==> src/button_sense_pkg.sv <==
package button_sense_pkg;

  // clock and timing
  localparam int CLK_MHZ = 125;
  localparam int ACK_NORMAL_US = 140;
  localparam int ACK_NORMAL_CYC = ACK_NORMAL_US * CLK_MHZ;
  localparam int ACK_SAVE_US = 100;
  localparam int ACK_SAVE_CYC = ACK_SAVE_US * CLK_MHZ;
  localparam logic [9:0] BOOT_CYCLES = 10'h3FF;

  // register offsets
  localparam logic [7:0] OFF_PWM_A = 8'h18;
  localparam logic [7:0] OFF_PWM_B = 8'h19;
  localparam logic [7:0] OFF_PWM_C = 8'h1A;
  localparam logic [7:0] OFF_PWM_D = 8'h1B;
  localparam logic [7:0] OFF_FILTER = 8'h30;
  localparam logic [7:0] OFF_COMMAND = 8'h31;
  localparam logic [7:0] OFF_STATUS = 8'h32;
  localparam logic [7:0] OFF_COUNT_HI = 8'h33;
  localparam logic [7:0] OFF_COUNT_LO = 8'h34;

  // command codes and reset values
  localparam logic [7:0] CMD_SAVE = 8'h01;
  localparam logic [7:0] PWM_RESET = 8'h00;
  localparam logic [7:0] FILTER_RESET = 8'h00;

  // field positions
  localparam int FILT_WIN_LSB = 0;
  localparam int FILT_AVG_BIT = 2;
  localparam int FILT_DROP_BIT = 3;
  localparam int PWM_DUTY_LSB = 0;
  localparam int PWM_MODE_LSB = 0;
  localparam int STAT_BUSY_BIT = 0;
  localparam int STAT_FAIL_BIT = 1;
  localparam int STAT_BOOT_BIT = 2;

  // sleep interval codes
  localparam logic [1:0] SLEEP_1HZ = 2'h0;
  localparam logic [1:0] SLEEP_8HZ = 2'h1;
  localparam logic [1:0] SLEEP_64HZ = 2'h2;
  localparam logic [1:0] SLEEP_512HZ = 2'h3;

  // sample path
  localparam int SAMPLE_W = 16;
  localparam int MEM_AW = 4;
  localparam int MEM_DEPTH = 16;
  localparam int SUM_W = 20;

  typedef enum logic [2:0] {
    st_idle, st_addr, st_addr_ack, st_rx, st_rx_ack, st_tx, st_tx_ack
  } i2c_state_type;

  typedef enum logic [1:0] {
    pwm_normal, pwm_single, pwm_delayed, pwm_toggle
  } pwm_mode_type;

  typedef struct packed {
    logic en;
    logic [7:0] addr;
    logic [7:0] data;
  } reg_write_type;

endpackage

==> src/button_sense_port.sv <==
// Behaviour
// - Acknowledge accesses to critical registers within 140 us in normal operation.
// - Acknowledge the store-to-flash command within 100 us.
// - After a save, refuse all access until flash write completes; host waits.
// - Optional averaging filter over 2, 4, 8 or 16 raw samples.
// - Drop-sample filter discards a sample if bus traffic hit its scan.
// - Four PWM configuration registers at offsets 18h to 1Bh.
// - PWM offers fifteen selectable duty cycles.
// - PWM modes: normal, single pulse, delayed transition, toggle flip-flop.
// - Save fails when the sleep interval is 512 Hz or 64 Hz.
module button_sense_port
  import button_sense_pkg::*;
#(
  parameter logic [6:0] DEV_ADDR = 7'h37
)
(
  // clock and reset
  input wire logic clk,
  input wire logic rst,
  input wire logic ce,
  // serial port pins
  input wire logic scl_in,
  input wire logic sda_in,
  output logic sda_out,
  output logic sda_oe,
  // sensing core
  input wire logic scan_start,
  input wire logic sample_valid,
  input wire logic [SAMPLE_W-1:0] raw_count,
  output logic [SAMPLE_W-1:0] filt_count,
  output logic filt_valid,
  // led dimming
  input wire logic pwm_trigger,
  output logic pwm_out,
  // non-volatile store
  input wire logic [1:0] sleep_interval,
  input wire logic flash_done,
  output logic flash_save_req,
  output logic save_busy,
  output logic save_failed
);

  // pin synchronisers and edge detection
  logic [1:0] scl_sync;
  logic [1:0] sda_sync;
  logic scl_d;
  logic sda_d;

  always_ff @(posedge clk)
  begin
    if (rst)
    begin
      scl_sync <= 2'h3;
      sda_sync <= 2'h3;
      scl_d <= 1'b1;
      sda_d <= 1'b1;
    end
    else if (ce)
    begin
      scl_sync <= {scl_sync[0], scl_in};
      sda_sync <= {sda_sync[0], sda_in};
      scl_d <= scl_sync[1];
      sda_d <= sda_sync[1];
    end
  end

  wire scl_s = scl_sync[1];
  wire sda_s = sda_sync[1];
  wire scl_rise = scl_s & ~scl_d;
  wire scl_fall = ~scl_s & scl_d;
  wire start_det = scl_s & scl_d & sda_d & ~sda_s;
  wire stop_det = scl_s & scl_d & ~sda_d & sda_s;

  // boot delay: the port stays deaf until the core is up
  logic [9:0] boot_cnt;
  logic booted;

  always_ff @(posedge clk)
  begin
    if (rst)
    begin
      boot_cnt <= 10'h000;
      booted <= 1'b0;
    end
    else if (ce && !booted)
    begin
      boot_cnt <= boot_cnt + 10'h001;
      booted <= (boot_cnt == BOOT_CYCLES);
    end
  end

  // serial slave
  i2c_state_type state;
  logic [3:0] bit_cnt;
  logic [7:0] shreg;
  logic [7:0] txsh;
  logic [7:0] ptr;
  logic ptr_pending;
  logic rw;
  logic master_nack;
  reg_write_type wr;
  logic [7:0] rd_data;

  wire addr_hit = (shreg[7:1] == DEV_ADDR) && !save_busy;
  wire byte_done = (bit_cnt == 4'h8);

  assign sda_out = 1'b0;

  // ack goes out on the scl fall that ends the byte, a few clocks after
  // the pin edge, far inside either latency bound
  always_ff @(posedge clk)
  begin
    if (rst)
    begin
      state <= st_idle;
      bit_cnt <= 4'h0;
      shreg <= 8'h00;
      txsh <= 8'h00;
      ptr <= 8'h00;
      ptr_pending <= 1'b0;
      rw <= 1'b0;
      master_nack <= 1'b0;
      sda_oe <= 1'b0;
      wr <= '0;
    end
    else if (ce)
    begin
      wr.en <= 1'b0;
      if (stop_det || !booted)
      begin
        state <= st_idle;
        sda_oe <= 1'b0;
      end
      else if (start_det)
      begin
        state <= st_addr;
        bit_cnt <= 4'h0;
        sda_oe <= 1'b0;
        ptr_pending <= 1'b1;
      end
      else if (scl_rise)
      begin
        case (state)
          st_addr, st_rx:
          begin
            shreg <= {shreg[6:0], sda_s};
            bit_cnt <= bit_cnt + 4'h1;
          end
          st_tx: bit_cnt <= bit_cnt + 4'h1;
          st_tx_ack: master_nack <= sda_s;
          default: ;
        endcase
      end
      else if (scl_fall)
      begin
        case (state)
          st_addr:
          begin
            if (byte_done)
            begin
              // busy saving: address is not acknowledged
              if (addr_hit)
              begin
                sda_oe <= 1'b1;
                rw <= shreg[0];
                state <= st_addr_ack;
              end
              else
              begin
                state <= st_idle;
              end
            end
          end
          st_addr_ack:
          begin
            bit_cnt <= 4'h0;
            if (rw)
            begin
              txsh <= rd_data;
              sda_oe <= ~rd_data[7];
              state <= st_tx;
            end
            else
            begin
              sda_oe <= 1'b0;
              state <= st_rx;
            end
          end
          st_rx:
          begin
            if (byte_done)
            begin
              if (save_busy)
              begin
                sda_oe <= 1'b0;
                state <= st_idle;
              end
              else
              begin
                sda_oe <= 1'b1;
                state <= st_rx_ack;
                if (ptr_pending)
                begin
                  ptr <= shreg;
                  ptr_pending <= 1'b0;
                end
                else
                begin
                  wr <= '{en: 1'b1, addr: ptr, data: shreg};
                  ptr <= ptr + 8'h01;
                end
              end
            end
          end
          st_rx_ack:
          begin
            sda_oe <= 1'b0;
            bit_cnt <= 4'h0;
            state <= st_rx;
          end
          st_tx:
          begin
            if (byte_done)
            begin
              sda_oe <= 1'b0;
              state <= st_tx_ack;
              ptr <= ptr + 8'h01;
            end
            else
            begin
              txsh <= {txsh[6:0], 1'b0};
              sda_oe <= ~txsh[6];
            end
          end
          st_tx_ack:
          begin
            if (master_nack)
            begin
              state <= st_idle;
            end
            else
            begin
              txsh <= rd_data;
              sda_oe <= ~rd_data[7];
              bit_cnt <= 4'h0;
              state <= st_tx;
            end
          end
          default: state <= st_idle;
        endcase
      end
    end
  end

  // register file
  logic [7:0] pwm_a;
  logic [7:0] pwm_b;
  logic [7:0] pwm_c;
  logic [7:0] pwm_d;
  logic [7:0] filter_cfg;

  wire wr_pwm_a = wr.en && (wr.addr == OFF_PWM_A);
  wire wr_pwm_b = wr.en && (wr.addr == OFF_PWM_B);
  wire wr_pwm_c = wr.en && (wr.addr == OFF_PWM_C);
  wire wr_pwm_d = wr.en && (wr.addr == OFF_PWM_D);
  wire wr_filter = wr.en && (wr.addr == OFF_FILTER);
  wire cmd_save = wr.en && (wr.addr == OFF_COMMAND) && (wr.data == CMD_SAVE);

  always_ff @(posedge clk)
  begin
    if (rst)
    begin
      pwm_a <= PWM_RESET;
      pwm_b <= PWM_RESET;
      pwm_c <= PWM_RESET;
      pwm_d <= PWM_RESET;
      filter_cfg <= FILTER_RESET;
    end
    else if (ce)
    begin
      if (wr_pwm_a) pwm_a <= wr.data;
      if (wr_pwm_b) pwm_b <= wr.data;
      if (wr_pwm_c) pwm_c <= wr.data;
      if (wr_pwm_d) pwm_d <= wr.data;
      if (wr_filter) filter_cfg <= wr.data;
    end
  end

  wire [7:0] status = {5'h00, booted, save_failed, save_busy};

  assign rd_data = (ptr == OFF_PWM_A) ? pwm_a :
                   (ptr == OFF_PWM_B) ? pwm_b :
                   (ptr == OFF_PWM_C) ? pwm_c :
                   (ptr == OFF_PWM_D) ? pwm_d :
                   (ptr == OFF_FILTER) ? filter_cfg :
                   (ptr == OFF_STATUS) ? status :
                   (ptr == OFF_COUNT_HI) ? filt_count[15:8] :
                   (ptr == OFF_COUNT_LO) ? filt_count[7:0] : 8'h00;

  // save to non-volatile store; the fast sleep rates break the write,
  // so the request is never issued for them and a failure flag is raised
  wire sleep_bad = (sleep_interval == SLEEP_64HZ) || (sleep_interval == SLEEP_512HZ);

  always_ff @(posedge clk)
  begin
    if (rst)
    begin
      save_busy <= 1'b0;
      save_failed <= 1'b0;
      flash_save_req <= 1'b0;
    end
    else if (ce)
    begin
      flash_save_req <= cmd_save && !sleep_bad;
      if (cmd_save && !sleep_bad)
      begin
        save_busy <= 1'b1;
        save_failed <= 1'b0;
      end
      else if (flash_done)
      begin
        save_busy <= 1'b0;
      end
      if (cmd_save && sleep_bad)
      begin
        save_failed <= 1'b1;
      end
    end
  end

  // sample filters
  wire [1:0] win_sel = filter_cfg[FILT_WIN_LSB +: 2];
  wire avg_en = filter_cfg[FILT_AVG_BIT];
  wire drop_en = filter_cfg[FILT_DROP_BIT];
  wire [4:0] win_len = 5'h02 << win_sel;
  wire traffic = start_det || (state != st_idle);

  logic traffic_seen;
  logic stage;
  logic [SAMPLE_W-1:0] hold;
  logic [MEM_AW-1:0] wr_ptr;
  logic [4:0] fill;
  logic [SUM_W-1:0] sum;
  logic [SAMPLE_W-1:0] old_sample;

  // traffic in the cycle the next scan starts still counts for that scan
  wire next_seen = scan_start ? traffic : (traffic_seen || traffic);
  wire take = sample_valid && !(drop_en && traffic_seen);
  wire [MEM_AW-1:0] old_addr = wr_ptr - win_len[MEM_AW-1:0];
  wire [SUM_W-1:0] drop_term = (fill == win_len) ? SUM_W'(old_sample) : '0;
  wire [SUM_W-1:0] next_sum = sum + SUM_W'(hold) - drop_term;
  // shift amount is widened so the sixteen-sample window does not wrap to a shift of zero
  wire [SUM_W-1:0] avg_val = next_sum >> ({1'b0, win_sel} + 3'h1);

  avg_sample_mem u_mem (
    .clk(clk),
    .ce(ce),
    .wr_en(stage),
    .wr_addr(wr_ptr),
    .wr_data(hold),
    .rd_addr(old_addr),
    .rd_data(old_sample)
  );

  always_ff @(posedge clk)
  begin
    if (rst)
    begin
      traffic_seen <= 1'b0;
      stage <= 1'b0;
      hold <= '0;
      wr_ptr <= '0;
      fill <= 5'h00;
      sum <= '0;
      filt_count <= '0;
      filt_valid <= 1'b0;
    end
    else if (ce)
    begin
      traffic_seen <= next_seen;
      stage <= take;
      filt_valid <= stage;
      if (take) hold <= raw_count;
      if (wr_filter)
      begin
        // window change restarts the running sum
        fill <= 5'h00;
        sum <= '0;
      end
      else if (stage)
      begin
        sum <= next_sum;
        wr_ptr <= wr_ptr + 4'h1;
        fill <= (fill == win_len) ? fill : fill + 5'h01;
        filt_count <= avg_en ? avg_val[SAMPLE_W-1:0] : hold;
      end
    end
  end

  // led dimming
  logic [7:0] presc;
  logic [3:0] phase;
  logic trig_d;
  logic single_on;
  logic toggle_on;
  logic delayed_on;
  logic [7:0] delay_cnt;

  wire tick = (presc == pwm_d);
  wire period_end = tick && (phase == 4'hF);
  wire trig_rise = pwm_trigger && !trig_d;
  wire trig_edge = pwm_trigger ^ trig_d;
  // duty 0 is off, 1..15 give fifteen on-times out of sixteen slots
  wire wave = (phase < pwm_a[PWM_DUTY_LSB +: 4]);
  pwm_mode_type mode;
  assign mode = pwm_mode_type'(pwm_b[PWM_MODE_LSB +: 2]);
  wire active = (mode == pwm_normal) ? trig_d :
                (mode == pwm_single) ? single_on :
                (mode == pwm_delayed) ? delayed_on : toggle_on;

  always_ff @(posedge clk)
  begin
    if (rst)
    begin
      presc <= 8'h00;
      phase <= 4'h0;
      trig_d <= 1'b0;
      single_on <= 1'b0;
      toggle_on <= 1'b0;
      delayed_on <= 1'b0;
      delay_cnt <= 8'h00;
      pwm_out <= 1'b0;
    end
    else if (ce)
    begin
      presc <= tick ? 8'h00 : presc + 8'h01;
      if (tick) phase <= phase + 4'h1;
      trig_d <= pwm_trigger;
      single_on <= trig_rise || (single_on && !period_end);
      if (trig_rise) toggle_on <= ~toggle_on;
      if (trig_edge) delay_cnt <= pwm_c;
      else if (period_end && delay_cnt != 8'h00) delay_cnt <= delay_cnt - 8'h01;
      if (!trig_edge && delay_cnt == 8'h00) delayed_on <= trig_d;
      pwm_out <= active && wave;
    end
  end

endmodule

==> src/avg_sample_mem.sv <==
module avg_sample_mem
  import button_sense_pkg::*;
(
  // clock
  input wire logic clk,
  input wire logic ce,
  // write side
  input wire logic wr_en,
  input wire logic [MEM_AW-1:0] wr_addr,
  input wire logic [SAMPLE_W-1:0] wr_data,
  // read side
  input wire logic [MEM_AW-1:0] rd_addr,
  output logic [SAMPLE_W-1:0] rd_data
);

  logic [SAMPLE_W-1:0] mem [MEM_DEPTH];

  always_ff @(posedge clk)
  begin
    if (ce)
    begin
      if (wr_en)
      begin
        mem[wr_addr] <= wr_data;
      end
      rd_data <= mem[rd_addr];
    end
  end

endmodule

==> config.mk <==
export PLATFORM = sky130hd
export DESIGN_NAME = button_sense_port
export DESIGN_NICKNAME = d
export VERILOG_FILES = /design/src/button_sense_pkg.sv /design/src/button_sense_port.sv /design/src/avg_sample_mem.sv
export SDC_FILE = /design/constraint.sdc
export NUM_CORES = 1
export LEC_CHECK = 0
export ABC_AREA = 1
export BUFFER_PORTS_ARGS = -buffer_cell sky130_fd_sc_hd__buf_2
export CAP_MARGIN = 20
export CORE_UTILIZATION = 55
export DETAILED_ROUTE_END_ITERATION = 16
export GPL_ROUTABILITY_DRIVEN = 1
export PLACE_DENSITY_LB_ADDON = 0.2
export SETUP_SLACK_MARGIN = 0.5
export SKIP_LAST_GASP = 1
export SLEW_MARGIN = 20
export SYNTH_ARGS = -nofsm -noshare
export SYNTH_HDL_FRONTEND = slang
export SYNTH_HIERARCHICAL = 1
export SYNTH_SLANG_ARGS = --single-unit
export TNS_END_PERCENT = 50
==> constraint.sdc <==
create_clock -name clk -period 7.2 [get_ports clk]
set_clock_uncertainty 0.05 [all_clocks]
set_input_delay 1.44 -clock clk [delete_from_list [all_inputs] [get_ports clk]]
set_output_delay 1.44 -clock clk [all_outputs]
set_load 0.03 [all_outputs]
**Word-level counts from Yosys, hierarchy flattened**

Memory sizes are Yosys's and may differ from the RTL's. A register that Yosys moved wholly into a read port is not among the register bits.
Index checks and enable logic that the tools add are counted.
Widths: inputs -> output; s select.

- Add/sub/neg operators: 12
- Order comparisons: 1
- Eq/ne operators: 48
- Shifts and indexed selects: 2
- Muxes and demuxes: 82
- Bitwise gates (word level): 21
- Reduce and logical (&&, ||, !) cells: 76

Operators with widths:

| cell | count |
|---|---|
| $mux 17 | 8 |
| $mux 8 | 15 |
| $eq 8x5->1 const B | 8 |
| $eq 8x6->1 const B | 6 |
| $mux 20 | 2 |
| $mux 16 | 2 |
| $mux 3 | 10 |
| $mux 1 | 28 |
| $reduce_and 9->1 | 3 |
| $reduce_and 2->1 | 13 |
| $ne 4x4->1 const B | 6 |
| $mux 7 | 3 |
| $pmux 7 s3 | 1 |
| $add 20x16->20 | 1 |
| $mux 4 | 5 |
| $shr 20x3->16 | 1 |
| $sub 20x16->20 | 1 |
| $logic_and 1x1->1 | 19 |
| $pmux 3 s6 | 1 |
| $add 8x1->8 const B | 2 |
| $pmux 8 s2 | 1 |
| $reduce_and 8->1 | 2 |
| $reduce_bool 2->1 | 8 |
| $reduce_bool 8->1 | 2 |
| other kinds (42) | 94 |

- Flip-flop bits (word level): 200
- Memory bits (writable): 256
- Input bits: 27
- Output and inout port bits: 23
- Logic and storage cells: 285
- Memories: 1

Memories:

| memory | words | width | read ports | clocked after Yosys merged registers in | wr ports | line | RTL |
|---|---|---|---|---|---|---|---|
| u_mem.mem | 16 | 16 | 1 | 1 | 1 | avg_sample_mem.sv:16 | `logic [SAMPLE_W-1:0] mem [MEM_DEPTH];` |

**Logic depth before layout (Yosys ltp)**

- Depth after elaboration: 16
- Gate-level depth with buffers: 25
- Mapped depth without buffers: 24

**Modules after synthesis**

Netlist, hierarchy kept.

By module, submodules not included:

| module | instances | cells each | area each (µm²) | seq. area each (µm²) |
|---|---|---|---|---|
| button_sense_port | 1 | 1748 | 11927.7 | 4003.8 |
| avg_sample_mem | 1 | 1077 | 11551.1 | 8167.8 |

**Worst setup path before layout**

No wires, ideal clock.

- Kind: flip-flop to flip-flop
- From: reg filter_cfg[0]
- To: reg filt_count[8]
- Library setup time: 0.070 ns
- Data arrival time: 3.126 ns
- Data required time: 7.080 ns
- Setup slack: 3.954 ns
- Stages on the path, launching flop included: 20
- Buffers on the path: 2
- Period minus slack after synthesis: 3.246 ns
- Cells stage by stage: dfxtp_1 -> buf_4 -> nand2_1 -> inv_1 -> o211ai_4 -> clkbuf_1 -> nor2_1 -> fa_1 -> inv_1 -> ha_1 -> nand2_1 -> inv_1 -> a21oi_1 -> nand2_1 -> a21oi_1 -> xnor2_1 -> nand2_1 -> nand3_1 -> nand3_1 -> a21oi_1

- Longest elaborated chain between the ends: 6
- Elaborated cells between the ends (all ways): 7
- Classes of those cells: 2 x add/sub; 1 x eq/ne; 2 x shift; 2 x mux

RTL lines:

| what | line | RTL |
|---|---|---|
| start, declared | button_sense_port.sv:260 | `logic [7:0] filter_cfg;` |
| start signal, assigned | button_sense_port.sv:285 | `if (wr_filter) filter_cfg <= wr.data;` |
| $shl 2x2->5 | button_sense_port.sv:335 | `wire [4:0] win_len = 5'h02 << win_sel;` |
| $eq 5x5->1 | button_sense_port.sv:350 | `wire [SUM_W-1:0] drop_term = (fill == win_len) ? SUM_W'(old_sample) : '0;` |
| $mux 16 | button_sense_port.sv:350 |  |
| $sub 20x16->20 | button_sense_port.sv:351 | `wire [SUM_W-1:0] next_sum = sum + SUM_W'(hold) - drop_term;` |
| $shr 20x3->16 (*) | button_sense_port.sv:353 | `wire [SUM_W-1:0] avg_val = next_sum >> ({1'b0, win_sel} + 3'h1);` |
| $mux 16 (*) | button_sense_port.sv:395 | `filt_count <= avg_en ? avg_val[SAMPLE_W-1:0] : hold;` |
| end signal, assigned | button_sense_port.sv:395 |  |
| end, declared | button_sense_port.sv:30 | `output logic [SAMPLE_W-1:0] filt_count,` |

Mark *: on every way between the ends. The rest lies on a longest branch, timed or not.
A chain may end at the register's enable or synchronous reset.

**Worst setup path in the final report**

- From: reg filter_cfg[1]
- To: reg filt_count[10]

Same word-level chain as after synthesis.

==> reports/metrics.cfg <==
[outcome]
status=finished, final reports clean

[clocking]
cts_buffer_depth=3
clk_latency_ns=0.60
cts_root_buf=clkbuf_16
cts_sinks=472
hold_buffers=0
cts_tree=yes
cts_resized=0
post_cts_buffers=0
cts_max_level=2
clk_pin_slew_ns=0.06
numCtsBuffers=50

[logic_synthesis]
synth.avg_cell_area_um2=8.31
ys_warn_count=6
synth_area_leader_cell=edfxtp_1
async_flop_share=0
seq_area_frac_synth=0.518
synth.distinct_cells=60
synth_top_area_share=0.348
synth_nets=2911
synth_area_um2=23500
syn_inst=2825
synth_edf_count=272
ys_ff_latch=472
yosys-top-cells-area=edfxtp_1 35%, dfxtp_1 17%, nand2_1 11%
ys.flop_type=edfxtp_1

[route]
routed_wl_um=58000
first_pass_iters=5
wl_per_cell_um=17.0
ant_nets=0
drc_errors=0
vias=18600
via_per_inst=5.43
drt_iter0_drc=1537

[hold_path]
min_from=filter_cfg[6]$_SDFFE_PP0P_
min_path_cells=2
hold_path.class=reg -> reg
min_to=filter_cfg[6]$_SDFFE_PP0P_

[floorplan]
core-area_um2=42000
num_rows=75
chipHeight_um=209
io_pins=50
start_util=0.558
die_area_um2=43500
die_w_um=209

[final_layout]
syn2layout_area_growth_pct=9.52
final_common_cell=nand2_1
num_antenna_cells=0
postLayoutCellArea_um2=25700
fillers=3592
final_cells=3419
fin_nets=2924
mostFrequentLayoutCells=682 x nand2_1, 474 x inv_1, 305 x nand3_1
layout-drive-gt1-share=0.0792

[place]
place_worst_setup_slack_ns=2.64
port_buffers=47
dp_hpwl_um=37700
globalplace.congestion=0.923
place_area_um2=24000
dp_cells=3325

[sta]
fin_ws_ns=2.54
fin_tns_setup_ns=0
fin_crit_sh=0.647
rsz0062_at_grt=false
max-slew-margin-rel=0.290
fin_crit_ns=4.66
fmaxAchievable_mhz=215
drv_slew=0
whs_ns=0.410
hold_violations=0
worst_slew_pin_slew_ns=1.06
setup_viol=0

[job]
drv_cap=0

[worst_setup_path]
r2r-end=filt_count[10]$_SDFFE_PP0P_
cp_max_fo=21
arrival_ns=5.13
crit_path_end_kind=register
timing.rr.start=filter_cfg[1]$_SDFFE_PP0P_
slowest_stage=dfxtp_1
required_ns=7.68
cp_slowest_stage_delay_ns=0.87
rrSetupSlack_ns=2.54
startpoint_type=register
critPathKind=reg -> reg
reg2reg_depth=19
crit_chain=inv_2 > o21ai_0 > o21ai_1 > o211ai_4 > nor2_1 > ha_1 > inv_1 > ha_1 > fa_1 > nand3_1 > nand3_2 > nand2_1 > nand2_1 > a21oi_1 > xnor2_1 > nand2_1 > nand3_1 > nand3_1 > a21oi_1

[grt]
antenna_found_initial=0
overflow=0
grt_pass1_vias=17700
grt_start_max_net_pins=95
grt_pass1_wl_um=92400
grt_usage=0.268

[power]
p_leak_uw=0.0109
max-vdd-ir-drop_mv=0.182
p_per_area_nw_per_um2=247

[cells in the mapped netlist, types with 3 or more instances]
cell type  count
buf_4         27
nand4_1       12
nand2_2        7
a211oi_1      24
nor2_2         8
inv_2         16
o21a_1        12
buf_2         28
nor4_1         3
o211ai_1      11
nand2_1      682
nor3_4         3
inv_1        476
o22ai_1        3
o21ai_1        8
nor3_2         3
nand3_2        4
fa_1          16
nor2_1       177
ha_1          43
nor2_4         7
o21ai_0      123
nand3_1      305
xor2_1        15
dfxtp_1      200
xnor2_1       12
nor3b_1        4
a31oi_1        4
edfxtp_1     272
buf_6          5
a211oi_2      14
clkbuf_1      49
a21oi_1      193
nor3_1        24
buf_1          4
[worst max path at each step]
stage / endpoint / from / slack [ns]
floorplan: filt_count[8]$_SDFFE_PP0P_ / filter_cfg[0]$_SDFFE_PP0P_ / 3.95
global placement: filt_count[10]$_SDFFE_PP0P_ / filter_cfg[1]$_SDFFE_PP0P_ / 2.63
detailed placement: filt_count[10]$_SDFFE_PP0P_ / filter_cfg[1]$_SDFFE_PP0P_ / 2.64
CTS: filt_count[10]$_SDFFE_PP0P_ / filter_cfg[1]$_SDFFE_PP0P_ / 2.57
global route: filt_count[10]$_SDFFE_PP0P_ / filter_cfg[1]$_SDFFE_PP0P_ / 2.10
finish: filt_count[10]$_SDFFE_PP0P_ / filter_cfg[1]$_SDFFE_PP0P_ / 2.54
[kinds of logic after synthesis]
family | after synthesis | share of synthesized area
other | 1 | 0.000160
AND/OR/NAND/NOR | 1253 | 0.231
XOR/XNOR | 27 | 0.0101
buffers and inverters | 609 | 0.105
flip-flops | 472 | 0.518
AO/OA/AOI/OAI | 404 | 0.0989
adder cells (fa/ha/maj) | 59 | 0.0366
[through the flow]
stage / utilization / total power, µW
finish: 0.612 / 6350
global route: 0.612 / 6600
CTS: 0.612 / 6390
detailed placement: 0.571 / 3720
global placement: 0.571 / 3710
floorplan: - / 3520
[worst max-delay path: cells and delay by family, from the launching register on]
kind,cells,cell delay (ns)
XOR/XNOR,1,0.27
adder cells (fa/ha/maj),3,1.07
buffers and inverters,2,0.40
AND/OR/NAND/NOR,8,0.89
flip-flops,1,0.87
AO/OA/AOI/OAI,5,1.01
[state kept, by name, summed over array words and instances, names as in the netlist, 10 cells and up]
signal and flops:
boot_cnt 10, hold 16, sum 20, u_mem/mem 256, filt_count 16, u_mem/rd_data 16, wr 17
[power by group]
group          switching, µW  internal [µW]
clock network           1080           1600
logic                    491            222
registers               63.4           2900
total                   1630           4720
[metal layers]
| metal | global-route usage | up-vias | part of all wire |
|---|---|---|---|
| li1 | - | 9164 | - |
| met1 | 0.354 | 8667 | 0.43 |
| met4 | 0.0971 | 0 | 0.034 |
| met2 | 0.445 | 596 | 0.47 |
| met3 | 0.0437 | 127 | 0.065 |
| met5 | 0 | - | 0 |
[area by class of cell]
cell class / count / area [µm²] / area share
Multi-Input combinational cell: 1744 / 8850 / 0.344
Clock buffer: 56 / 1270 / 0.0495
Clock inverter: 38 / 429 / 0.0167
Tap cell: 539 / 674 / 0.0262
Inverter: 495 / 1860 / 0.0724
Sequential cell: 472 / 12200 / 0.474
Timing Repair Buffer: 75 / 448 / 0.0174
(Power assumes the default switching activity.)
